[config.mk]
export PLATFORM = sky130hd
export DESIGN_NAME = dlt_timers
export DESIGN_NICKNAME = d
export VERILOG_FILES = /design/src/hw/dlt_pkg.sv /design/src/hw/dlt_timers.sv
export VERILOG_INCLUDE_DIRS = /design/src /design/src/hw
export SDC_FILE = /design/constraint.sdc
export NUM_CORES = 1
export LEC_CHECK = 0
export ABC_CLOCK_PERIOD_IN_PS = 6200
export BUFFER_PORTS_ARGS = -buffer_cell sky130_fd_sc_hd__buf_4
export CORE_MARGIN = 2
export CORE_UTILIZATION = 61
export DETAILED_ROUTE_END_ITERATION = 7
export PLACE_DENSITY_LB_ADDON = 0.2
export SYNTH_ARGS = -nofsm -noshare
export SYNTH_HDL_FRONTEND = slang
export SYNTH_HIERARCHICAL = 1
export SYNTH_SLANG_ARGS = --single-unit
[constraint.sdc]
create_clock -name sys_clk -period 6.2 [get_ports sys_clk]
set_input_delay 0.62 -clock sys_clk [delete_from_list [all_inputs] [get_ports sys_clk]]
set_output_delay 0.62 -clock sys_clk [all_outputs]
set_load 0.02 [all_outputs]
[src/hw/dlt_cfg.svh]
// Constants for the dual legacy counter/timer block.
// Assumes inclusion by bare name from the design file and the testbench.
`ifndef DLT_CFG_SVH
`define DLT_CFG_SVH

// Register indices; the byte address is four times the index
`define DLT_IDX_RUN_FLAG   8'h88
`define DLT_IDX_MODE       8'h89
`define DLT_IDX_T0_LOW     8'h8A
`define DLT_IDX_T1_LOW     8'h8B
`define DLT_IDX_T0_HIGH    8'h8C
`define DLT_IDX_T1_HIGH    8'h8D
`define DLT_IDX_CLK_SEL    8'h8E
`define DLT_IDX_EXT_CFG    8'h90

// Clock select fields
`define DLT_CKS_HI_SYS     5
`define DLT_CKS_LO_SYS     4
`define DLT_CKS_T1_SYS     3
`define DLT_CKS_T0_SYS     2
`define DLT_CKS_W          6

// Run/flag register fields
`define DLT_RF_TF1         7
`define DLT_RF_TR1         6
`define DLT_RF_TF0         5
`define DLT_RF_TR0         4

// Extra configuration fields
`define DLT_EC_POL0        0
`define DLT_EC_POL1        1
`define DLT_EC_IEN0        2
`define DLT_EC_IEN1        3
`define DLT_EC_W           4

// Prescale terminal counts (divide minus one)
`define DLT_DIV12_LAST     6'h0B
`define DLT_DIV4_LAST      6'h03
`define DLT_DIV48_LAST     6'h2F
`define DLT_EXT_DIV_LAST   3'h7

`define DLT_RESET_BYTE     8'h00
`define DLT_BYTE_ONES      8'hFF
`define DLT_LOW5_ONES      5'h1F
`define DLT_RESP_OKAY      2'h0
`define DLT_RESP_SLVERR    2'h2

`endif

[src/hw/dlt_pkg.sv]
// Types shared by the dual legacy counter/timer block.
// Assumes dlt_cfg.svh is on the include path.
`default_nettype none
package dlt_pkg;
  typedef enum logic [1:0] {
    DLT_MODE13 = 2'b00,
    DLT_MODE16 = 2'b01,
    DLT_MODE8AR = 2'b10,
    DLT_MODESPLIT = 2'b11
  } dlt_mode_t;

  // One timer's nibble of the mode register
  typedef struct packed {
    logic      gate_en;
    logic      count_select;
    dlt_mode_t mode;
  } dlt_tctl_t;
endpackage
`default_nettype wire

[src/hw/dlt_timers.sv]
// Two 8-bit-byte legacy counter/timers with their clock control register.
// Assumes an AXI4-Lite master on sys_clk; pins are asynchronous.
//
// Local design decision: register access over AXI4-Lite.
`timescale 1ns/1ps
`default_nettype none
`include "dlt_cfg.svh"

module dlt_pin_sync (
  input  wire logic clk,
  input  wire logic resetn,
  input  wire logic pin,
  output logic      level,
  output logic      fall,
  output logic      rise
);
  logic s1_r;
  logic s2_r;
  logic s3_r;
  logic level_r;

  always_ff @(posedge clk)
  begin
    if (!resetn)
    begin
      s1_r    <= 1'b0;
      s2_r    <= 1'b0;
      s3_r    <= 1'b0;
      level_r <= 1'b0;
    end
    else
    begin
      s1_r <= pin;
      s2_r <= s1_r;
      s3_r <= s2_r;
      if (s2_r == s3_r)
        level_r <= s3_r;
    end
  end

  assign level = level_r;
  assign fall  = level_r & ~s2_r & ~s3_r;
  assign rise  = ~level_r & s2_r & s3_r;
endmodule

module dlt_timers
  import dlt_pkg::*;
#(
  parameter int ADDR_W = 12
) (
  input  wire logic          sys_clk,
  input  wire logic          resetn,
  input  wire logic [ADDR_W-1:0] s_axi_awaddr,
  input  wire logic [2:0]    s_axi_awprot,
  input  wire logic          s_axi_awvalid,
  output logic               s_axi_awready,
  input  wire logic [31:0]   s_axi_wdata,
  input  wire logic [3:0]    s_axi_wstrb,
  input  wire logic          s_axi_wvalid,
  output logic               s_axi_wready,
  output logic [1:0]         s_axi_bresp,
  output logic               s_axi_bvalid,
  input  wire logic          s_axi_bready,
  input  wire logic [ADDR_W-1:0] s_axi_araddr,
  input  wire logic [2:0]    s_axi_arprot,
  input  wire logic          s_axi_arvalid,
  output logic               s_axi_arready,
  output logic [31:0]        s_axi_rdata,
  output logic [1:0]         s_axi_rresp,
  output logic               s_axi_rvalid,
  input  wire logic          s_axi_rready,
  input  wire logic          timer0_count_pin,
  input  wire logic          timer1_count_pin,
  input  wire logic          gate_input_zero,
  input  wire logic          gate_input_one,
  input  wire logic          ext_clk_pin,
  input  wire logic          irq_ack0,
  input  wire logic          irq_ack1,
  output logic               timer0_irq,
  output logic               timer1_irq,
  output logic               timer1_ovf_pulse,
  output logic               third_timer_high_sysclk,
  output logic               third_timer_low_sysclk
);
  // The decode needs index bits 9:2 and a zero check above them
  if (ADDR_W < 10 || ADDR_W > 32)
    $error("dlt_timers: ADDR_W must be 10 to 32");

  logic [`DLT_CKS_W-1:0] timer_clock_select_r;
  logic [7:0]            timer_run_flag_reg_r;
  logic [7:0]            timer_mode_reg_r;
  logic [7:0]            timer0_low_byte_r;
  logic [7:0]            timer0_high_byte_r;
  logic [7:0]            timer1_low_byte_r;
  logic [7:0]            timer1_high_byte_r;
  logic [`DLT_EC_W-1:0]  ext_input_config_r;
  logic                  awready_r;
  logic                  wready_r;
  logic                  bvalid_r;
  logic [1:0]            bresp_r;
  logic                  arready_r;
  logic                  rvalid_r;
  logic [1:0]            rresp_r;
  logic [31:0]           rdata_r;
  logic                  aw_hold_r;
  logic                  w_hold_r;
  logic [ADDR_W-1:0]     waddr_r;
  logic [7:0]            wbyte_r;
  logic                  wlane_r;
  logic [5:0]            presc_cnt_r;
  logic [2:0]            ext_cnt_r;
  logic                  t0_irq_r;
  logic                  t1_irq_r;
  logic                  t1_ovf_r;
  logic                  hi_sys_r;
  logic                  lo_sys_r;

  dlt_tctl_t t0_ctl;
  dlt_tctl_t t1_ctl;
  logic      do_write;
  logic      wr_ok;
  logic      wr_run_flag;
  logic      wr_mode;
  logic      wr_t0l;
  logic      wr_t0h;
  logic      wr_t1l;
  logic      wr_t1h;
  logic      wr_cks;
  logic      wr_ext;
  logic [7:0] wr_idx;
  logic [7:0] rd_idx;
  logic       rd_ok;
  logic [7:0] rd_byte;
  logic t0_fall;
  logic t1_fall;
  logic g0_level;
  logic g1_level;
  logic ext_rise;
  logic [5:0] presc_last;
  logic presc_tick;
  logic split;
  logic tr0;
  logic tr1;
  logic g0_ok;
  logic g1_ok;
  logic t0_tick;
  logic t1_tick;
  logic t0_inc;
  logic t1_inc;
  logic th0_inc;
  logic th0_ovf;
  logic [16:0] t0_step;
  logic [16:0] t1_step;
  logic ovf0;
  logic ovf1;
  logic set_tf0;
  logic set_tf1;
  logic tf0_nxt;
  logic tf1_nxt;

  dlt_pin_sync u_t0_pin (
    .clk    (sys_clk),
    .resetn (resetn),
    .pin    (timer0_count_pin),
    .level  (),
    .fall   (t0_fall),
    .rise   ()
  );
  dlt_pin_sync u_t1_pin (
    .clk    (sys_clk),
    .resetn (resetn),
    .pin    (timer1_count_pin),
    .level  (),
    .fall   (t1_fall),
    .rise   ()
  );
  dlt_pin_sync u_timer0_gate_en (
    .clk    (sys_clk),
    .resetn (resetn),
    .pin    (gate_input_zero),
    .level  (g0_level),
    .fall   (),
    .rise   ()
  );
  dlt_pin_sync u_timer1_gate_en (
    .clk    (sys_clk),
    .resetn (resetn),
    .pin    (gate_input_one),
    .level  (g1_level),
    .fall   (),
    .rise   ()
  );
  dlt_pin_sync u_ext (
    .clk    (sys_clk),
    .resetn (resetn),
    .pin    (ext_clk_pin),
    .level  (),
    .fall   (),
    .rise   (ext_rise)
  );

  // One step of a count; result is {overflow, high byte, low byte}
  function automatic logic [16:0] dlt_step(input dlt_mode_t m,
                                           input logic [15:0] c,
                                           input logic inc);
    logic [13:0] s13;
    logic [16:0] r;
    s13 = 14'({1'b0, c[15:8], c[4:0]}) + 14'h0001;
    r = {1'b0, c};
    if (inc)
    begin
      unique case (m)
        DLT_MODE13:
          r = {s13[13], s13[12:5], c[7:5], s13[4:0]};
        DLT_MODE16:
          r = {1'b0, c} + 17'h0_0001;
        DLT_MODE8AR:
          if (c[7:0] == `DLT_BYTE_ONES)
            r = {1'b1, c[15:8], c[15:8]};
          else
            r = {1'b0, c[15:8], c[7:0] + 8'h01};
        DLT_MODESPLIT:
          r = {c[7:0] == `DLT_BYTE_ONES, c[15:8], c[7:0] + 8'h01};
      endcase
    end
    return r;
  endfunction

  // Register decode
  assign wr_idx = waddr_r[9:2];
  assign rd_idx = s_axi_araddr[9:2];
  assign do_write = aw_hold_r & w_hold_r & ~bvalid_r;
  assign wr_ok = (waddr_r[1:0] == 2'b00) &&
                 (ADDR_W == 10 || waddr_r[ADDR_W-1:10] == '0) &&
                 (wr_idx == `DLT_IDX_RUN_FLAG || wr_idx == `DLT_IDX_MODE ||
                  wr_idx == `DLT_IDX_T0_LOW || wr_idx == `DLT_IDX_T1_LOW ||
                  wr_idx == `DLT_IDX_T0_HIGH || wr_idx == `DLT_IDX_T1_HIGH ||
                  wr_idx == `DLT_IDX_CLK_SEL || wr_idx == `DLT_IDX_EXT_CFG);
  assign wr_run_flag = do_write & wlane_r & (wr_idx == `DLT_IDX_RUN_FLAG);
  assign wr_mode = do_write & wlane_r & (wr_idx == `DLT_IDX_MODE);
  assign wr_t0l = do_write & wlane_r & (wr_idx == `DLT_IDX_T0_LOW);
  assign wr_t0h = do_write & wlane_r & (wr_idx == `DLT_IDX_T0_HIGH);
  assign wr_t1l = do_write & wlane_r & (wr_idx == `DLT_IDX_T1_LOW);
  assign wr_t1h = do_write & wlane_r & (wr_idx == `DLT_IDX_T1_HIGH);
  assign wr_cks = do_write & wlane_r & (wr_idx == `DLT_IDX_CLK_SEL);
  assign wr_ext = do_write & wlane_r & (wr_idx == `DLT_IDX_EXT_CFG);

  always_comb
  begin
    rd_ok = (s_axi_araddr[1:0] == 2'b00) &&
            (ADDR_W == 10 || s_axi_araddr[ADDR_W-1:10] == '0);
    unique case (rd_idx)
      `DLT_IDX_RUN_FLAG: rd_byte = timer_run_flag_reg_r;
      `DLT_IDX_MODE:     rd_byte = timer_mode_reg_r;
      `DLT_IDX_T0_LOW:   rd_byte = timer0_low_byte_r;
      `DLT_IDX_T0_HIGH:  rd_byte = timer0_high_byte_r;
      `DLT_IDX_T1_LOW:   rd_byte = timer1_low_byte_r;
      `DLT_IDX_T1_HIGH:  rd_byte = timer1_high_byte_r;
      `DLT_IDX_CLK_SEL:  rd_byte = {2'b00, timer_clock_select_r};
      `DLT_IDX_EXT_CFG:  rd_byte = {4'h0, ext_input_config_r};
      default:
      begin
        rd_byte = `DLT_RESET_BYTE;
        rd_ok = 1'b0;
      end
    endcase
  end

  // Write channel: address and data taken in either order
  always_ff @(posedge sys_clk)
  begin
    if (!resetn)
    begin
      awready_r <= 1'b1;
      wready_r  <= 1'b1;
      aw_hold_r <= 1'b0;
      w_hold_r  <= 1'b0;
      bvalid_r  <= 1'b0;
      bresp_r   <= `DLT_RESP_OKAY;
      waddr_r   <= '0;
      wbyte_r   <= `DLT_RESET_BYTE;
      wlane_r   <= 1'b0;
    end
    else
    begin
      if (s_axi_awvalid && awready_r)
      begin
        aw_hold_r <= 1'b1;
        awready_r <= 1'b0;
        waddr_r   <= s_axi_awaddr;
      end
      if (s_axi_wvalid && wready_r)
      begin
        w_hold_r <= 1'b1;
        wready_r <= 1'b0;
        wbyte_r  <= s_axi_wdata[7:0];
        wlane_r  <= s_axi_wstrb[0];
      end
      if (do_write)
      begin
        aw_hold_r <= 1'b0;
        w_hold_r  <= 1'b0;
        bvalid_r  <= 1'b1;
        bresp_r   <= wr_ok ? `DLT_RESP_OKAY : `DLT_RESP_SLVERR;
      end
      if (bvalid_r && s_axi_bready)
      begin
        bvalid_r  <= 1'b0;
        awready_r <= 1'b1;
        wready_r  <= 1'b1;
      end
    end
  end

  // Read channel: data one cycle after the address is taken
  always_ff @(posedge sys_clk)
  begin
    if (!resetn)
    begin
      arready_r <= 1'b1;
      rvalid_r  <= 1'b0;
      rresp_r   <= `DLT_RESP_OKAY;
      rdata_r   <= '0;
    end
    else if (s_axi_arvalid && arready_r)
    begin
      arready_r <= 1'b0;
      rvalid_r  <= 1'b1;
      rresp_r   <= rd_ok ? `DLT_RESP_OKAY : `DLT_RESP_SLVERR;
      rdata_r   <= {24'h00_0000, rd_byte};
    end
    else if (rvalid_r && s_axi_rready)
    begin
      arready_r <= 1'b1;
      rvalid_r  <= 1'b0;
    end
  end

  // Configuration registers; bits 7:6 of clock select are not stored
  always_ff @(posedge sys_clk)
  begin
    if (!resetn)
    begin
      timer_clock_select_r <= '0;
      timer_mode_reg_r     <= `DLT_RESET_BYTE;
      ext_input_config_r   <= '0;
    end
    else
    begin
      if (wr_cks)
        timer_clock_select_r <= wbyte_r[`DLT_CKS_W-1:0];
      if (wr_mode)
        timer_mode_reg_r <= wbyte_r;
      if (wr_ext)
        ext_input_config_r <= wbyte_r[`DLT_EC_W-1:0];
    end
  end

  // Prescaler; a field change restarts nothing, so the first period may be short
  always_comb
  begin
    unique case (timer_clock_select_r[1:0])
      2'b00:   presc_last = `DLT_DIV12_LAST;
      2'b01:   presc_last = `DLT_DIV4_LAST;
      default: presc_last = `DLT_DIV48_LAST;
    endcase
  end

  always_ff @(posedge sys_clk)
  begin
    if (!resetn)
    begin
      presc_cnt_r <= '0;
      ext_cnt_r   <= '0;
    end
    else
    begin
      presc_cnt_r <= (presc_cnt_r >= presc_last) ? 6'h00
                                                 : presc_cnt_r + 6'h01;
      if (ext_rise)
        ext_cnt_r <= ext_cnt_r + 3'h1;
    end
  end

  assign presc_tick = (timer_clock_select_r[1:0] == 2'b11) ?
                      (ext_rise && ext_cnt_r == `DLT_EXT_DIV_LAST) :
                      (presc_cnt_r == presc_last);

  // Count enables
  assign t0_ctl = dlt_tctl_t'(timer_mode_reg_r[3:0]);
  assign t1_ctl = dlt_tctl_t'(timer_mode_reg_r[7:4]);
  assign split  = (t0_ctl.mode == DLT_MODESPLIT);
  assign tr0    = timer_run_flag_reg_r[`DLT_RF_TR0];
  assign tr1    = timer_run_flag_reg_r[`DLT_RF_TR1];
  assign g0_ok  = ~t0_ctl.gate_en |
                  (g0_level == ext_input_config_r[`DLT_EC_POL0]);
  assign g1_ok  = ~t1_ctl.gate_en |
                  (g1_level == ext_input_config_r[`DLT_EC_POL1]);
  assign t0_tick = t0_ctl.count_select ? t0_fall :
                   (timer_clock_select_r[`DLT_CKS_T0_SYS] | presc_tick);
  assign t1_tick = (t1_ctl.count_select && !split) ? t1_fall :
                   (timer_clock_select_r[`DLT_CKS_T1_SYS] | presc_tick);
  assign t0_inc = tr0 & g0_ok & t0_tick;
  assign t1_inc = (split ? 1'b1 : (tr1 & g1_ok)) & t1_tick &
                  (t1_ctl.mode != DLT_MODESPLIT);
  assign th0_inc = split & tr1 &
                   (timer_clock_select_r[`DLT_CKS_T0_SYS] | presc_tick);
  assign th0_ovf = th0_inc & (timer0_high_byte_r == `DLT_BYTE_ONES);
  assign t0_step = dlt_step(t0_ctl.mode,
                            {timer0_high_byte_r, timer0_low_byte_r}, t0_inc);
  assign t1_step = dlt_step(t1_ctl.mode,
                            {timer1_high_byte_r, timer1_low_byte_r}, t1_inc);
  assign ovf0 = t0_step[16];
  assign ovf1 = t1_step[16];

  // Count bytes; a software write to a byte wins over its increment
  always_ff @(posedge sys_clk)
  begin
    if (!resetn)
    begin
      timer0_low_byte_r  <= `DLT_RESET_BYTE;
      timer0_high_byte_r <= `DLT_RESET_BYTE;
      timer1_low_byte_r  <= `DLT_RESET_BYTE;
      timer1_high_byte_r <= `DLT_RESET_BYTE;
    end
    else
    begin
      timer0_low_byte_r <= wr_t0l ? wbyte_r : t0_step[7:0];
      if (wr_t0h)
        timer0_high_byte_r <= wbyte_r;
      else if (split)
        timer0_high_byte_r <= timer0_high_byte_r + {7'h00, th0_inc};
      else
        timer0_high_byte_r <= t0_step[15:8];
      timer1_low_byte_r  <= wr_t1l ? wbyte_r : t1_step[7:0];
      timer1_high_byte_r <= wr_t1h ? wbyte_r : t1_step[15:8];
    end
  end

  // Flags: a hardware set wins over a software clear or a vector ack
  assign set_tf0 = ovf0;
  assign set_tf1 = split ? th0_ovf : ovf1;
  assign tf0_nxt = set_tf0 | (~irq_ack0 & (wr_run_flag ? wbyte_r[`DLT_RF_TF0]
                   : timer_run_flag_reg_r[`DLT_RF_TF0]));
  assign tf1_nxt = set_tf1 | (~irq_ack1 & (wr_run_flag ? wbyte_r[`DLT_RF_TF1]
                   : timer_run_flag_reg_r[`DLT_RF_TF1]));

  always_ff @(posedge sys_clk)
  begin
    if (!resetn)
      timer_run_flag_reg_r <= `DLT_RESET_BYTE;
    else
    begin
      // Run bits only gate counting; the count is left alone
      if (wr_run_flag)
        timer_run_flag_reg_r <= wbyte_r;
      timer_run_flag_reg_r[`DLT_RF_TF0] <= tf0_nxt;
      timer_run_flag_reg_r[`DLT_RF_TF1] <= tf1_nxt;
    end
  end

  always_ff @(posedge sys_clk)
  begin
    if (!resetn)
    begin
      t0_irq_r <= 1'b0;
      t1_irq_r <= 1'b0;
      t1_ovf_r <= 1'b0;
      hi_sys_r <= 1'b0;
      lo_sys_r <= 1'b0;
    end
    else
    begin
      t0_irq_r <= tf0_nxt & ext_input_config_r[`DLT_EC_IEN0];
      t1_irq_r <= tf1_nxt & ext_input_config_r[`DLT_EC_IEN1];
      t1_ovf_r <= ovf1;
      hi_sys_r <= timer_clock_select_r[`DLT_CKS_HI_SYS];
      lo_sys_r <= timer_clock_select_r[`DLT_CKS_LO_SYS];
    end
  end

  assign s_axi_awready = awready_r;
  assign s_axi_wready  = wready_r;
  assign s_axi_bvalid  = bvalid_r;
  assign s_axi_bresp   = bresp_r;
  assign s_axi_arready = arready_r;
  assign s_axi_rvalid  = rvalid_r;
  assign s_axi_rresp   = rresp_r;
  assign s_axi_rdata   = rdata_r;
  assign timer0_irq    = t0_irq_r;
  assign timer1_irq    = t1_irq_r;
  assign timer1_ovf_pulse        = t1_ovf_r;
  assign third_timer_high_sysclk = hi_sys_r;
  assign third_timer_low_sysclk  = lo_sys_r;
endmodule

`default_nettype wire

==> metrics.txt, run 1 <==
num ports=126; pre-CTS WS=3.02 ns; overall routed net length=19900 µm; initial drt markers=634; Die ar.=12200 µm²; postcts setup bufs=0; largest net degree at the start of global routing=69; via count=6551; WHS Path Cells=2; Hold EP=s_axi_wready; Critical Path Fanout Max=6; CTS tree=yes; wire per inst=19.4 µm; period utilisation layout=52.0%; worst-skew pair later-pin latency=0.42 ns; critical path data arrival time=3.58 ns; Critical Path Max Stage Delay=0.63 ns; outcome=finished, final reports clean; number of inserted diodes=0; Core Footprint=10900 µm²; hpwl dp=13600 µm; GRT Util Overall=33.8%; Overflow after GRT=0; worst-case reg-to-reg path depth=12; clock sinks=130; vias per std cell=6.38; Post-Syn Area=6900 µm²; max frequency=310 MHz; Power Dens Cells=260 nW/µm²; # resized after CTS=0; Num CTS Buffers=17; cells along the critical path=inv_1 -> ha_1 -> nand3b_1 -> o311ai_1 -> and3_1 -> ha_1 -> nand3_1 -> or3_1 -> nand3_1 -> nand2_1 -> a221o_1 -> a31oi_1; CP startpoint kind=flop; GPL Wtd Cong=0.962; minimum clock period=3.23 ns; RSZ-0062 raised after global routing=false; placed insts=995; Post-Syn Instances=830; NumNets Final=964; Pins Over Slew Limit=0; initial antenna violation count=0; first-pass GRT wire length=31000 µm; R2R setup slack=2.97 ns; Clock Path Buffers=2; Setup Skew=0.00807 ns; worst r2r dst=timer0_high_byte_r[7]; CTS H-Tree Depth=4; Avg Inst Size Synth=8.32 µm²; Die Ht=110 µm; Synth-to-Final Area Change=15.1%; critical path's slowest cell=o311ai_1; Setup CP Type=reg2reg; first-pass detailed-route iteration total=5; final hold violation count=0; Setup crit end kind=flop; worst slew pin tran=0.898 ns; CTS Hold Bufs=0; Ys Warns=6; PnR Total Power=2.07 mW; CP required=6.55 ns; MaxCap Viol Count=0; Initial Util=63.1%; Non-Filler Instances=1027; share of cells above drive strength 1=15.4%; worst r2r src=timer_clock_select_r[1]; hold path startpoint=s_axi_wvalid; Final setup viols=0; Lkg Pwr=3.14 nW; ANT nets after route=0; die width=110 µm; vias in the first global route=6003; drt drc=0; register clock-pin slew on the reported worst setup and hold paths=0.06 ns; total negative slack=0 ns; num rows=38; maximum vdd drop=0.272 mV; Rel. slew slack=39.7%; Hold/Removal Path Class=in2reg; final worst slack=2.97 ns; port bufs=66; root buf cell=clkbuf_16
## worst max-delay path: cells and delay by family (launching register included)
family / cells / cell delay, ns
flops: 1 / 0.44
fa+ha+maj: 2 / 0.50
compound gates: 3 / 1.00
buf+inv: 1 / 0.11
simple gates: 6 / 1.08
## cells in the final DEF (no fill, tap or decap), types with 9 or more instances in the layout
master     count
a21oi_1       53
a31oi_1       14
and2_1        19
and3_1        10
buf_4         69
clkbuf_16     17
conb_1        26
dfxtp_1      130
ha_1          10
inv_1         18
mux2i_1       37
nand2_1       96
nand2b_1      11
nand3_1       26
nand4_1       14
nor2_1        84
nor3_1        12
o211ai_1       9
o21ai_0       39
xnor2_1       14
xor2_1        14
## metal layers
metal / vias up / share of wire, % / routed length (µm) / track usage [%]
met1: 3077 / 40 / 7930 / 43.6
met2: 386 / 46 / 9200 / 53.2
met3: 71 / 9.2 / 1820 / 7.11
met4: 0 / 4.8 / 945 / 18.2
li1: 3017 / - / - / -
met5: - / 0 / 0 / 0
## area by class of cell
cell class	count	area [µm²]
clock buffer	17	425
clock inverter	15	196
fill	896	2990
inverter	18	67.6
multi-input combinational	638	3960
sequential	130	2600
tap	140	175
timing repair buffer	69	518
## report_power, final
group	internal, mW	switching (mW)	total [mW]	leakage (nW)
registers	0.853	0.0236	0.877	1.06
clock network	0.646	0.422	1.07	0.301
logic	0.0472	0.0765	0.124	1.78
total	1.55	0.522	2.07	3.14
## registers in the layout, summed over array words and instances (netlist names), 6 cells and up
signal                count
timer_mode_reg_r          8
waddr_r                  12
timer_run_flag_reg_r      8
timer1_high_byte_r        8
wbyte_r                   8
timer1_low_byte_r         8
timer_clock_select_r      6
s_axi_rdata               8
presc_cnt_r               6
timer0_high_byte_r        8
timer0_low_byte_r         8
## per-stage QoR
step	area [µm²]	hold slack (ns)	utilization, %
after CTS	7950	0.381	72.7
final	7950	0.392	72.7
after global routing	7950	0.391	72.7
after detailed placement	7320	0.423	67.0
after floorplan	7000	0.412	-
after global placement	7320	0.414	67.0
## how the worst max path moves through the flow
| stage | start | to | slack [ns] |
|---|---|---|---|
| 3_3_place_gp | timer_mode_reg_r[1] | timer0_high_byte_r[7] | 3.07 |
| 2_1_floorplan | timer_clock_select_r[0] | timer0_high_byte_r[7] | 3.52 |
| 6_report | timer_clock_select_r[1] | timer0_high_byte_r[7] | 2.97 |
| 3_5_place_dp | timer_clock_select_r[1] | timer0_high_byte_r[7] | 3.02 |
| 4_1_cts | timer_mode_reg_r[1] | timer0_high_byte_r[7] | 3.01 |
| 5_1_grt | timer_clock_select_r[1] | timer0_high_byte_r[6] | 2.81 |
No activity file was read; power rests on OpenSTA's default activity.
==> inputs of run 2 (changes only) <==
ABC_CLOCK_PERIOD_IN_PS = 2670   (was 6200)
CORE_UTILIZATION = 51   (was 61)
clock period = 2.67 ns   (was 6.2 ns; I/O delays follow)
==> metrics.txt, run 2 (synthesis gave the netlist of run 1 again) <==
num ports=126; Clock Path Buffers=2; commonest cells after routing, fill and taps aside=dfxtp_1, nand2_1, buf_4; share of cells above drive strength 1=19.7%; largest net degree at the start of global routing=61; Lkg Pwr=3.27 nW; CTS H-Tree Depth=4; hpwl dp=14400 µm; worst slew pin tran=0.794 ns; number of flip-flops in the largest register=12; Rel. slew slack=46.6%; MaxCap Viol Count=0; final worst slack=-0.0123 ns; port bufs=66; num rows=42; number of inserted diodes=0; RSZ-0062 raised after global routing=true; Setup CP Type=reg2reg; GRT Util Overall=28.4%; Critical Path Max Stage Delay=0.33 ns; most common cell after layout, fill and taps aside=dfxtp_1; register clock-pin slew on the reported worst setup and hold paths=0.07 ns; clock sinks=130; drt drc=0; Core Footprint=13200 µm²; Setup crit end kind=flop; Top reg by flops=waddr_r; Synth-to-Final Area Change=20.2%; worst-skew pair later-pin latency=0.43 ns; wire per inst=18.8 µm; vias in the first global route=6090; NumNets Final=991; Power Dens Cells=576 nW/µm²; Final setup viols=1; root buf cell=clkbuf_16; first-pass GRT wire length=32100 µm; CP required=2.99 ns; Hold/Removal Path Class=in2reg; Non-Filler Instances=1090; CTS tree=yes; Critical Path Fanout Max=3; failing checks=setup timing; Num CTS Buffers=17; maximum vdd drop=0.485 mV; vias per std cell=6.06; CP startpoint kind=flop; ANT nets after route=0; Initial Util=52.1%; critical path's slowest cell=dfxtp_2; initial antenna violation count=0; Die Ht=120 µm; period utilisation layout=100%; initial drt markers=694; max frequency=373 MHz; minimum clock period=2.68 ns; overall routed net length=20500 µm; crit-path leading delay family=compound AO/OA/AOI/OAI gates; Setup Skew=0.0103 ns; critical path data arrival time=3.00 ns; placed insts=1056; final hold violation count=0; via count=6604; die width=120 µm; first-pass detailed-route iteration total=5; Die ar.=14500 µm²; Pins Over Slew Limit=0; GPL Wtd Cong=0.943; final core utilization=62.7%; CP Buf/Inv Count=2; outcome=finished, violations left; Overflow after GRT=0; cells along the critical path=nor2b_4 -> ha_4 -> nand3b_1 -> o311ai_2 -> and3_4 -> ha_4 -> nand3_2 -> buf_4 -> o21ai_0 -> nand3_2 -> buf_4 -> o211ai_1 -> a31oi_1
-- run 2: changes by cell type in the layout (fill, tap and decap cells not counted), sizes merged --
cell | previous run | this run
buf | 69 | 96
bufinv | 3 | 2
clkinvlp | 2 | 1
inv | 25 | 27
-- run 2: cell type report --
type | count | area, µm²
clock inverter | 15 | 186
multi-input combinational | 638 | 4060
clock buffer | 17 | 425
timing repair buffer | 96 | 733
tap | 176 | 220
inverter | 18 | 67.6
fill | 1154 | 4940
sequential | 130 | 2610
-- run 2: worst reg2reg max path, cell delays in order (launching register included) --
cell,delay (ns)
dfxtp_2,0.33
nor2b_4,0.13
ha_4,0.26
nand3b_1,0.11
o311ai_2,0.34
and3_4,0.27
ha_4,0.15
nand3_2,0.10
buf_4,0.17
o21ai_0,0.27
nand3_2,0.13
buf_4,0.14
o211ai_1,0.08
a31oi_1,0.10
-- run 2: timing repair --
action                     in CTS  in global routing
resized for setup               0                 19
setup endpoints to repair       0                  4
hold buffers                    0                  0
buffers inserted                0                  2
-- run 2: routing by layer --
metal,wire (µm),global-route usage (%),part of all wire (%)
met2,9180,44.1,45
met1,8720,37.5,43
met5,0,0,0
met4,788,13.7,3.8
met3,1810,6.37,8.8
-- run 2: worst paths after layout --
kind                           start               endpoint  slack [ns]  depth (start not counted)
max          timer_clock_select_r[0]  timer0_high_byte_r[7]       -0.01                         13
min reg2reg    u_timer0_gate_en/s1_r  u_timer0_gate_en/s2_r        0.44                          1
max reg2reg  timer_clock_select_r[0]  timer0_high_byte_r[7]       -0.01                         13
min                    s_axi_awvalid          s_axi_awready        0.04                          2
-- run 2: stage by stage --
step / setup WS, ns / area (µm²) / power [mW] / hold WS [ns] / TNS (ns)
6_report: -0.0123 / 8300 / 4.78 / 0.0350 / -0.0123
5_1_grt: -0.192 / 8300 / 4.92 / 0.0453 / -0.192
4_1_cts: 0.0183 / 8190 / 4.79 / 0.0267 / 0
3_5_place_dp: 0.0577 / 7580 / 2.36 / 0.420 / 0
3_3_place_gp: 0.128 / 7580 / 2.35 / 0.414 / 0
2_1_floorplan: 0.0945 / 7000 / 2.27 / 0.367 / 0
-- run 2: power by group --
part           switching, mW  internal [mW]  leakage, nW
Sequential            0.0499           1.98         1.06
Combinational          0.181          0.116         1.92
Clock                   1.03           1.42        0.300
Total                   1.26           3.52         3.27
